`src/pcr_pkg.sv`:
```
// package for the pwm count register set: map, fields, reset values, carriers
// assumes a 32-bit apb slave with one byte register per aligned word
package pcr_pkg;

  localparam int PCR_CHANNELS = 3;          // number of pwm channels
  localparam int PCR_ADDR_W = 12;           // apb address width used

  // per-channel register index inside a channel block
  localparam logic [3:0] PCR_IDX_PH_LO = 4'h0;     // start delay count low
  localparam logic [3:0] PCR_IDX_PH_HI = 4'h1;     // start delay count high
  localparam logic [3:0] PCR_IDX_DC_LO = 4'h2;     // duty count low
  localparam logic [3:0] PCR_IDX_DC_HI = 4'h3;     // duty count high
  localparam logic [3:0] PCR_IDX_PR_LO = 4'h4;     // period count low
  localparam logic [3:0] PCR_IDX_PR_HI = 4'h5;     // period count high
  localparam logic [3:0] PCR_IDX_OF_LO = 4'h6;     // shift count low
  localparam logic [3:0] PCR_IDX_OF_HI = 4'h7;     // shift count high
  localparam logic [3:0] PCR_IDX_TM_LO = 4'h8;     // timer value low
  localparam logic [3:0] PCR_IDX_TM_HI = 4'h9;     // timer value high
  localparam logic [3:0] PCR_IDX_CTRL = 4'hA;      // channel control

  // byte address layout: channel block at 0x040 * (ch + 1), word index in [5:2]
  localparam logic [1:0] PCR_BLK_CH1 = 2'h1;       // block of channel 0
  localparam logic [11:0] PCR_ADDR_EN_MIR = 12'h000;  // enable mirror
  localparam logic [11:0] PCR_ADDR_LD_MIR = 12'h004;  // reload arm mirror
  localparam logic [11:0] PCR_ADDR_OUT_MIR = 12'h008; // output state mirror

  // channel control byte fields
  localparam int PCR_CTRL_ON_BIT = 7;       // module on
  localparam int PCR_CTRL_OUT_BIT = 5;      // output state
  localparam int PCR_CTRL_ARM_BIT = 4;      // reload arm
  localparam int PCR_MIR_W = 3;             // implemented mirror bits

  localparam logic [7:0] PCR_CTRL_RST = 8'h00;  // control reset value
  localparam logic [2:0] PCR_MIR_RST = 3'h0;    // mirror bits reset value

  // one channel's count storage, not reset (keeps contents through resets)
  typedef struct packed {
    logic [15:0] start_delay_count;  // phase
    logic [15:0] duty_count;         // duty cycle
    logic [15:0] period_count;       // period
    logic [15:0] shift_count;        // offset
    logic [15:0] timer_value;        // timer
  } pcr_counts_s;

  // apb request as seen by the slave
  typedef struct packed {
    logic sel;                       // psel
    logic enable;                    // penable
    logic write;                     // pwrite
    logic [PCR_ADDR_W-1:0] addr;     // byte address
    logic [31:0] wdata;              // write data
  } pcr_apb_req_s;

endpackage : pcr_pkg

```
`src/pcr_channel_counts.sv`:
```
// one channel's five 16-bit count registers, byte writable
// assumes single-cycle write strobes from the apb decoder in the same clock
`timescale 1ns/10ps
module pcr_channel_counts
  import pcr_pkg::*;
(
  input wire logic pclk,                 // bus clock
  input wire logic wr_en,                // write strobe, this channel
  input wire logic [3:0] idx,            // register index
  input wire logic [7:0] wbyte,          // write byte
  output pcr_counts_s counts             // stored counts
);

  // state of the counts, a single packed struct
  pcr_counts_s st;
  pcr_counts_s next_st;

  // byte lane update; no reset on purpose so contents survive soft resets
  always_comb begin
    next_st = st;
    if (wr_en) begin
      case (idx)
        PCR_IDX_PH_LO: next_st.start_delay_count[7:0] = wbyte;
        PCR_IDX_PH_HI: next_st.start_delay_count[15:8] = wbyte;
        PCR_IDX_DC_LO: next_st.duty_count[7:0] = wbyte;
        PCR_IDX_DC_HI: next_st.duty_count[15:8] = wbyte;
        PCR_IDX_PR_LO: next_st.period_count[7:0] = wbyte;
        PCR_IDX_PR_HI: next_st.period_count[15:8] = wbyte;
        PCR_IDX_OF_LO: next_st.shift_count[7:0] = wbyte;
        PCR_IDX_OF_HI: next_st.shift_count[15:8] = wbyte;
        PCR_IDX_TM_LO: next_st.timer_value[7:0] = wbyte;
        PCR_IDX_TM_HI: next_st.timer_value[15:8] = wbyte;
        default: next_st = st;                                   // other index
      endcase
    end
  end

  // register the copy; undefined after power-up
  always_ff @(posedge pclk) begin
    st <= next_st;
  end

  assign counts = st;

endmodule : pcr_channel_counts

```
`src/pcr_top.sv`:
```
// register set of a three-channel 16-bit pwm: counts, control, mirrors over apb
// assumes apb3 master on pclk; reload events and output states come from pwm core logic
//
// The APB interface to the registers and the register addresses were decided locally.
`timescale 1ns/10ps

// What this block does
// - 16-bit phase count per channel, two bytes
// - 16-bit duty count per channel, read/write bytes
// - 16-bit period count per channel, read/write bytes
// - 16-bit offset count per channel, read/write bytes
// - timer value readable and writable as bytes
// - counts undefined at power-up, kept through resets
// - enable mirror bits 2..0 act on channel on-bit
// - reload mirror shares storage with channel arm bit
// - output mirror shows each channel output state
// - mirror bits 7..3 always read zero
// - reload clears arm; software clear cancels arming
// - on-bit enables channel; off forces flags clear
module pcr_top
  import pcr_pkg::*;
#(
  parameter int NCH = PCR_CHANNELS         // channel count
) (
  input wire logic pclk,                   // bus clock, 200 MHz
  input wire logic presetn,                // async reset, active low
  input wire logic psel,                   // apb select
  input wire logic penable,                // apb access phase
  input wire logic pwrite,                 // apb direction
  input wire logic [PCR_ADDR_W-1:0] paddr, // apb byte address
  input wire logic [31:0] pwdata,          // apb write data
  input wire logic [NCH-1:0] reload_done,  // pulse: channel finished a reload
  input wire logic [NCH-1:0] out_level,    // channel output state from core
  output logic [31:0] prdata,              // apb read data
  output logic pready,                     // apb ready
  output logic pslverr,                    // apb error, unmapped address
  output logic [NCH-1:0] chan_on,          // channel enables
  output logic [NCH-1:0] reload_arm,       // channel reload arm bits
  output logic [NCH-1:0] flag_clear,       // force interrupt flags clear
  output logic [NCH*80-1:0] count_bus      // all channel counts, packed
);

  // register state other than the counts in one struct
  typedef struct packed {
    logic [NCH-1:0] on;            // module on bits, single storage
    logic [NCH-1:0] arm;           // reload arm bits, single storage
    logic [NCH-1:0] outs;          // sampled output state
    logic [31:0] rdata;            // read data register
    logic ready;                   // ready register
    logic err;                     // error register
    logic [NCH-1:0] flags;         // flag clear levels, own flop
  } pcr_state_s;

  pcr_state_s st;                  // current state
  pcr_state_s next_st;             // next state
  pcr_apb_req_s req;               // bundled request
  pcr_counts_s cnt [NCH];          // counts per channel
  logic [NCH-1:0] cnt_wr;          // count write strobe per channel

  // decode helpers
  logic acc;                       // access phase, first cycle
  logic [1:0] blk;                 // channel block number
  logic [3:0] idx;                 // word index inside block
  logic in_chan;                   // address hits a channel block
  logic chan_ok;                   // block maps to a real channel
  int unsigned ch;                 // selected channel
  logic mapped;                    // address is mapped

  assign req = '{sel: psel, enable: penable, write: pwrite, addr: paddr, wdata: pwdata};
  assign acc = req.sel && req.enable && !st.ready;
  assign blk = req.addr[7:6];
  assign idx = req.addr[5:2];
  assign in_chan = (req.addr[11:8] == 4'h0) && (req.addr[1:0] == 2'h0) && (blk != 2'h0);
  assign ch = 32'(blk - PCR_BLK_CH1);
  assign chan_ok = in_chan && (ch < NCH) && (idx <= PCR_IDX_CTRL);
  assign mapped = chan_ok || req.addr == PCR_ADDR_EN_MIR || req.addr == PCR_ADDR_LD_MIR
                  || req.addr == PCR_ADDR_OUT_MIR;

  // count storage, one instance per channel
  genvar g;
  generate
    for (g = 0; g < NCH; g++) begin : g_ch
      assign cnt_wr[g] = acc && req.write && chan_ok && (ch == g) && (idx < PCR_IDX_CTRL);
      pcr_channel_counts u_counts (
        .pclk(pclk),
        .wr_en(cnt_wr[g]),
        .idx(idx),
        .wbyte(req.wdata[7:0]),
        .counts(cnt[g])
      );
      assign count_bus[g*80 +: 80] = cnt[g];
    end
  endgenerate

  // read mux for a channel register
  function automatic logic [7:0] chan_byte(input pcr_counts_s c, input logic [3:0] i,
                                           input logic on, input logic arm,
                                           input logic o);
    logic [7:0] b;
    b = 8'h00;
    case (i)
      PCR_IDX_PH_LO: b = c.start_delay_count[7:0];
      PCR_IDX_PH_HI: b = c.start_delay_count[15:8];
      PCR_IDX_DC_LO: b = c.duty_count[7:0];
      PCR_IDX_DC_HI: b = c.duty_count[15:8];
      PCR_IDX_PR_LO: b = c.period_count[7:0];
      PCR_IDX_PR_HI: b = c.period_count[15:8];
      PCR_IDX_OF_LO: b = c.shift_count[7:0];
      PCR_IDX_OF_HI: b = c.shift_count[15:8];
      PCR_IDX_TM_LO: b = c.timer_value[7:0];
      PCR_IDX_TM_HI: b = c.timer_value[15:8];
      PCR_IDX_CTRL: begin
        b[PCR_CTRL_ON_BIT] = on;
        b[PCR_CTRL_OUT_BIT] = o;
        b[PCR_CTRL_ARM_BIT] = arm;
      end
      default: b = 8'h00;
    endcase
    return b;
  endfunction : chan_byte

  // next-state logic: bus answer, control bits, reload clearing
  always_comb begin
    logic [7:0] rb;
    rb = 8'h00;
    next_st = st;
    next_st.ready = acc;                       // one wait state, then ready
    next_st.err = acc && !mapped;
    next_st.outs = out_level;                  // same-clock input from core
    if (acc && !req.write) begin
      if (chan_ok) begin
        rb = chan_byte(cnt[ch], idx, st.on[ch], st.arm[ch], st.outs[ch]);
      end else if (req.addr == PCR_ADDR_EN_MIR) begin
        rb = {5'h00, st.on};
      end else if (req.addr == PCR_ADDR_LD_MIR) begin
        rb = {5'h00, st.arm};
      end else if (req.addr == PCR_ADDR_OUT_MIR) begin
        rb = {5'h00, st.outs};
      end
      next_st.rdata = {24'h000000, rb};
    end
    // hardware clears the arm bit after a reload
    next_st.arm = st.arm & ~reload_done;
    if (acc && req.write) begin
      if (chan_ok && idx == PCR_IDX_CTRL) begin
        next_st.on[ch] = req.wdata[PCR_CTRL_ON_BIT];
        // a fresh arm set wins over a same-cycle reload clear
        next_st.arm[ch] = req.wdata[PCR_CTRL_ARM_BIT];
      end else if (req.addr == PCR_ADDR_EN_MIR) begin
        next_st.on = req.wdata[PCR_MIR_W-1:0];
      end else if (req.addr == PCR_ADDR_LD_MIR) begin
        next_st.arm = req.wdata[PCR_MIR_W-1:0];
      end
    end
    // flag clear has its own flop so the pin does not sit behind an inverter
    next_st.flags = ~next_st.on;
  end

  // register the state; counts live in the leaf and are not reset
  always_ff @(posedge pclk or negedge presetn) begin
    if (!presetn) begin
      st.on <= PCR_MIR_RST;
      st.arm <= PCR_MIR_RST;
      st.outs <= PCR_MIR_RST;
      st.rdata <= 32'h00000000;
      st.ready <= 1'b0;
      st.err <= 1'b0;
      st.flags <= ~PCR_MIR_RST;               // all channels off, flags held clear
    end else begin
      st <= next_st;
    end
  end

  // outputs straight from flops
  assign prdata = st.rdata;
  assign pready = st.ready;
  assign pslverr = st.err;
  assign chan_on = st.on;
  assign reload_arm = st.arm;
  assign flag_clear = st.flags;

  // a write to the enable mirror lands in the on bits next edge
  property p_en_mirror;
    @(posedge pclk) disable iff (!presetn)
      acc && req.write && req.addr == PCR_ADDR_EN_MIR |=> chan_on == $past(pwdata[2:0]);
  endproperty
  a_en_mirror: assert property (p_en_mirror) else $error("enable mirror write lost");

  // reload completion clears the arm bit unless software rewrites it
  property p_arm_clear;
    @(posedge pclk) disable iff (!presetn)
      (|reload_done) && !(acc && req.write) |=> (reload_arm & $past(reload_done)) == '0;
  endproperty
  a_arm_clear: assert property (p_arm_clear) else $error("arm not cleared on reload");

  // mirror read of reload arm matches storage, upper bits zero
  property p_ld_read;
    @(posedge pclk) disable iff (!presetn)
      acc && !req.write && req.addr == PCR_ADDR_LD_MIR && !(|reload_done)
      |=> prdata == {29'h0, reload_arm} && pready;
  endproperty
  a_ld_read: assert property (p_ld_read) else $error("reload mirror read wrong");

  // output mirror read shows sampled states
  property p_out_read;
    @(posedge pclk) disable iff (!presetn)
      acc && !req.write && req.addr == PCR_ADDR_OUT_MIR
      |=> prdata[2:0] == $past(st.outs) && prdata[31:3] == 29'h0;
  endproperty
  a_out_read: assert property (p_out_read) else $error("output mirror read wrong");

  // channel control write is seen through the enable mirror
  property p_shared;
    @(posedge pclk) disable iff (!presetn)
      acc && req.write && chan_ok && idx == PCR_IDX_CTRL && ch == 0
      |=> chan_on[0] == $past(pwdata[7]);
  endproperty
  a_shared: assert property (p_shared) else $error("mirror storage not shared");

  // flags forced clear exactly while channel is off
  property p_flags;
    @(posedge pclk) disable iff (!presetn) flag_clear == ~chan_on;
  endproperty
  a_flags: assert property (p_flags) else $error("flag clear mismatch");

  // channel 0 duty low byte write lands in the stored count
  property p_dc_rw;
    @(posedge pclk) disable iff (!presetn)
      acc && req.write && chan_ok && ch == 0 && idx == PCR_IDX_DC_LO
      |=> cnt[0].duty_count[7:0] == $past(pwdata[7:0]);
  endproperty
  a_dc_rw: assert property (p_dc_rw) else $error("duty low byte not stored");

  // ready is one cycle after access start and lasts one cycle
  property p_ready;
    @(posedge pclk) disable iff (!presetn) acc |=> pready ##1 !pready;
  endproperty
  a_ready: assert property (p_ready) else $error("ready timing wrong");

  // timer high byte write lands in the upper half
  property p_tm_hi;
    @(posedge pclk) disable iff (!presetn)
      acc && req.write && chan_ok && ch == 0 && idx == PCR_IDX_TM_HI
      |=> cnt[0].timer_value[15:8] == $past(pwdata[7:0]);
  endproperty
  a_tm_hi: assert property (p_tm_hi) else $error("timer high byte not stored");

  // unmapped or misaligned access answers with an error beside ready
  property p_unmapped;
    @(posedge pclk) disable iff (!presetn) acc && !mapped |=> pslverr && pready;
  endproperty
  a_unmapped: assert property (p_unmapped) else $error("unmapped access not refused");

  // a refused read hands back zero, never stale data
  property p_unmapped_rd;
    @(posedge pclk) disable iff (!presetn)
      acc && !req.write && !mapped |=> prdata == 32'h00000000;
  endproperty
  a_unmapped_rd: assert property (p_unmapped_rd) else $error("unmapped read not zero");

  // error never shows without ready
  property p_err_ready;
    @(posedge pclk) disable iff (!presetn) pslverr |-> pready;
  endproperty
  a_err_ready: assert property (p_err_ready) else $error("error without ready");

  // reload mirror write lands in the arm bits, over a same-cycle reload
  property p_ld_write;
    @(posedge pclk) disable iff (!presetn)
      acc && req.write && req.addr == PCR_ADDR_LD_MIR |=> reload_arm == $past(pwdata[2:0]);
  endproperty
  a_ld_write: assert property (p_ld_write) else $error("reload mirror write lost");

  // enable mirror read shows the on bits, upper bits zero
  property p_en_read;
    @(posedge pclk) disable iff (!presetn)
      acc && !req.write && req.addr == PCR_ADDR_EN_MIR |=> prdata == {29'h0, $past(chan_on)};
  endproperty
  a_en_read: assert property (p_en_read) else $error("enable mirror read wrong");

  // channel 0 control read shows the shared on, arm and output bits
  property p_ctrl_read;
    @(posedge pclk) disable iff (!presetn)
      acc && !req.write && chan_ok && ch == 0 && idx == PCR_IDX_CTRL
      |=> prdata[PCR_CTRL_ON_BIT] == $past(st.on[0])
          && prdata[PCR_CTRL_ARM_BIT] == $past(st.arm[0])
          && prdata[PCR_CTRL_OUT_BIT] == $past(st.outs[0])
          && prdata[31:8] == 24'h000000;
  endproperty
  a_ctrl_read: assert property (p_ctrl_read) else $error("control read not shared");

  // on bits move only on a bus write
  property p_on_idle;
    @(posedge pclk) disable iff (!presetn) !(acc && req.write) |=> $stable(chan_on);
  endproperty
  a_on_idle: assert property (p_on_idle) else $error("on bits changed without write");

  // arm bits move only on a bus write or a reload
  property p_arm_idle;
    @(posedge pclk) disable iff (!presetn)
      !(acc && req.write) && !(|reload_done) |=> $stable(reload_arm);
  endproperty
  a_arm_idle: assert property (p_arm_idle) else $error("arm bits changed on their own");

endmodule : pcr_top

```
`config.mk`:
```
export PLATFORM = sky130hd
export DESIGN_NAME = pcr_top
export DESIGN_NICKNAME = d
export VERILOG_FILES = /design/src/pcr_pkg.sv /design/src/pcr_channel_counts.sv /design/src/pcr_top.sv
export SDC_FILE = /design/constraint.sdc
export NUM_CORES = 1
export LEC_CHECK = 0
export ABC_AREA = 1
export BUFFER_PORTS_ARGS = -buffer_cell sky130_fd_sc_hd__buf_2
export CORE_MARGIN = 3
export CORE_UTILIZATION = 55
export DETAILED_ROUTE_END_ITERATION = 8
export HOLD_SLACK_MARGIN = 0.15
export MAX_ROUTING_LAYER = met4
export PLACE_DENSITY = 0.82
export SKIP_CTS_REPAIR_TIMING = 1
export SLEW_MARGIN = 20
export SYNTH_ARGS = -nofsm -noshare
export SYNTH_HDL_FRONTEND = slang
export SYNTH_SLANG_ARGS = --single-unit
```
`constraint.sdc`:
```
create_clock -name pclk -period 3.87 [get_ports pclk]
set_clock_uncertainty 0.1 [all_clocks]
set_input_delay 0.5805 -clock pclk [delete_from_list [all_inputs] [get_ports pclk]]
set_output_delay 0.5805 -clock pclk [all_outputs]
set_load 0.005 [all_outputs]
```
==> metrics.txt <==
status completed; synth-to-layout area growth 20.0%; WS Path Type in -> reg; Tightest Pin Transition 810 ps; clock sinks ~260; 1st-pass router iterations 6; Synth cell types 35; final core occ 67.3%; I/O pin count between 300 and 400; Rows 53; crit path from paddr[7]; Bufs and invs on worst path 2; Syn Inst Count 1165; CP max FO 10; max cap viols 0; slowest stage cell, crit path nor2_1; vias in the first global route 9110; Hold Startpoint penable; GRT overflow 0; WL/cell 21.2 um; Synth Register Bits 262; mean number of vias per cell approximately 5.5; Post-Place Cells ~1700; worst hold path type in -> reg; fill cell count about 1600; cell mode on critical path nor2_8; initial antenna violation count 0; RSZ-0062 raised after global routing no; ant diodes 0; Slew Limit Fails 0; Final nets 1510; Worst setup EP type flop; die area 0.0233 mm2; clock-pin slew on the worst setup and hold paths 60 ps; post-synth design cell area 0.0118 mm2; Final Hold Viols 0; die height between 150 and 200 um; Die Wd 153 um; GPL Wtd Cong 0.958; WHS 183 ps; CTS Buf Count 26; post-layout min period 2630 ps; maximum clock rate between 300 and 400 MHz; Setup TNS 0 ps; source of the worst register-to-register timing path pready$_DFF_PN0_; CTS tree built; post-detail-place hpwl between 20000 and 30000 um; first-pass GRT wire length 54800 um; initial DRC count 1450; Antenna Violating Nets Remaining 0; Longest Clk Path Bufs 3; Initial Util between 50% and 60%; Ys Warns 0; Power per Cell Area just over 400 mW/mm2; largest net degree at the start of global routing 55; port bufs roughly 290; via count roughly 9600; DRC viols 0; GRT Total Usage a little under a third; clk_lat worst skew 520 ps; CP cell instances buf_2 -> inv_1 -> ha_1 -> or2_2 -> nor2_8 -> nand2_4 -> nor2_8 -> nand3_4 -> nor2_1; root buffer cell clkbuf_16; worst rel slew slack 45.8%; core area 0.0211 mm2; Routed WL ~37000 um; Mapped Avg Cell Area about 10 um2; CP peak stage delay roughly 700 ps; share of layout cells above drive strength 1 26.4%; final period utilization between 60 and 70%; Non-Filler Instances 1743; leakage power around 6.2 nW; CP delay by family, top simple AND/OR/NAND/NOR gates; Seq/Total Area, Yosys 65.7%; WP data arrival roughly 2700 ps; maximum VDD drop 0.318 mV; CP required 3920 ps; Startpoint Class input port; Final setup violation count 0; H-tree depth 1
[layout by cell type, fill, tap and decap left out, types with 4 or more instances in the layout]
cell type      instances
nor2_1               112
nor3_1                 5
dfrtp_1               19
clkinv_1               8
buf_4                 21
dlygate4sd3_1          4
clkbuf_1               6
nand3_4                4
nand2_1              429
conb_1                24
clkinv_2               5
clkbuf_16             27
edfxtp_1             240
a21oi_1               48
nor2_2                 6
inv_1                 68
o21ai_1               23
ha_1                   5
o21ai_0               29
buf_2                288
nand3_1               53
nand2_4                4
inv_2                 14
[worst register-to-register path: cells and delay by family (launching register included)]
kind,cells,cell delay (ps)
buffers and inverters,1,100
flip-flops,1,370
AND/OR/NAND/NOR,4,1590
[synthesized netlist by cell type (all sizes together)]
master  number  area (um2)
o211ai       1        7.51
o31ai        3        22.5
nand2      435        1670
nor2       123         541
o21ai       52         260
nand3       58         345
a211oi       1        7.51
conb         1        3.75
clkinv       2        7.51
nand4        2        12.5
dfstp        3        78.8
nor3         5        25.0
dfrtp       19         475
buf         72         458
inv         83         314
clkbuf       8        50.1
ha           6        75.1
or2          2        15.0
edfxtp     240        7210
a21oi       48         240
nand3b       1        7.51
[layout make-up]
class,count,area [um2],area share [%]
clock buffer,33,698,4.92
tap,275,344,2.43
clock inverter,14,95.1,0.670
inverter,85,322,2.27
sequential,262,7760,54.7
timing repair buffer,313,1640,11.6
multi-input combinational,761,3330,23.5
[per-layer routing]
layer	GRT usage (%)	share of wire (%)
met1	40.5	37
met2	51.2	48
met3	6.22	11
met4	9.38	3.7
met5	-	0
[sequential cells by signal (all words and copies together) (netlist names)]
| register | flops |
|---|---|
| prdata | 8 |
| pslverr | 1 |
| g_ch.u_counts.counts | 240 |
| st | 3 |
| chan_on | 3 |
| reload_arm | 3 |
| pready | 1 |
| flag_clear | 3 |
[metrics by stage]
step           total power (W)  setup WS, ps  cell area, um2
2_1_floorplan          0.00341          1000           11900
5_1_grt                0.00605          1140           14200
6_report               0.00588          1240           14200
3_5_place_dp           0.00355           689           13400
3_3_place_gp           0.00354           778           13400
4_1_cts                0.00589          1260           14100
[final timing paths]
check / to / slack, ps / depth (start not counted)
max in group asynchronous: flag_clear[0]$_DFF_PN1_ / 2870 / 2
min in group asynchronous: prdata[7]$_DFFE_PN0P_ / 450 / 2
setup / recovery: g_ch[1].u_counts.counts[57]$_DFFE_PP_ / 1240 / 9
setup reg to reg: g_ch[1].u_counts.counts[57]$_DFFE_PP_ / 1330 / 5
hold reg to reg: pready$_DFF_PN0_ / 340 / 1
hold / removal: pready$_DFF_PN0_ / 180 / 3
[power breakdown]
group          leakage [nW]  internal, W  switching [W]
clock network         0.391      0.00134        0.00104
logic                  3.41    0.0000984       0.000300
registers              2.42      0.00310     0.00000605
total                  6.22      0.00454        0.00134
[logic make-up after synthesis]
family	synth area share, %
adders and majority gates	0.635
AOI/OAI and AO/OA	4.55
buffers and inverters	7.02
and+or+nand+nor	22.1
DFF	65.7
other	0.0317
Note: power is estimated with default switching activity, not from simulation.
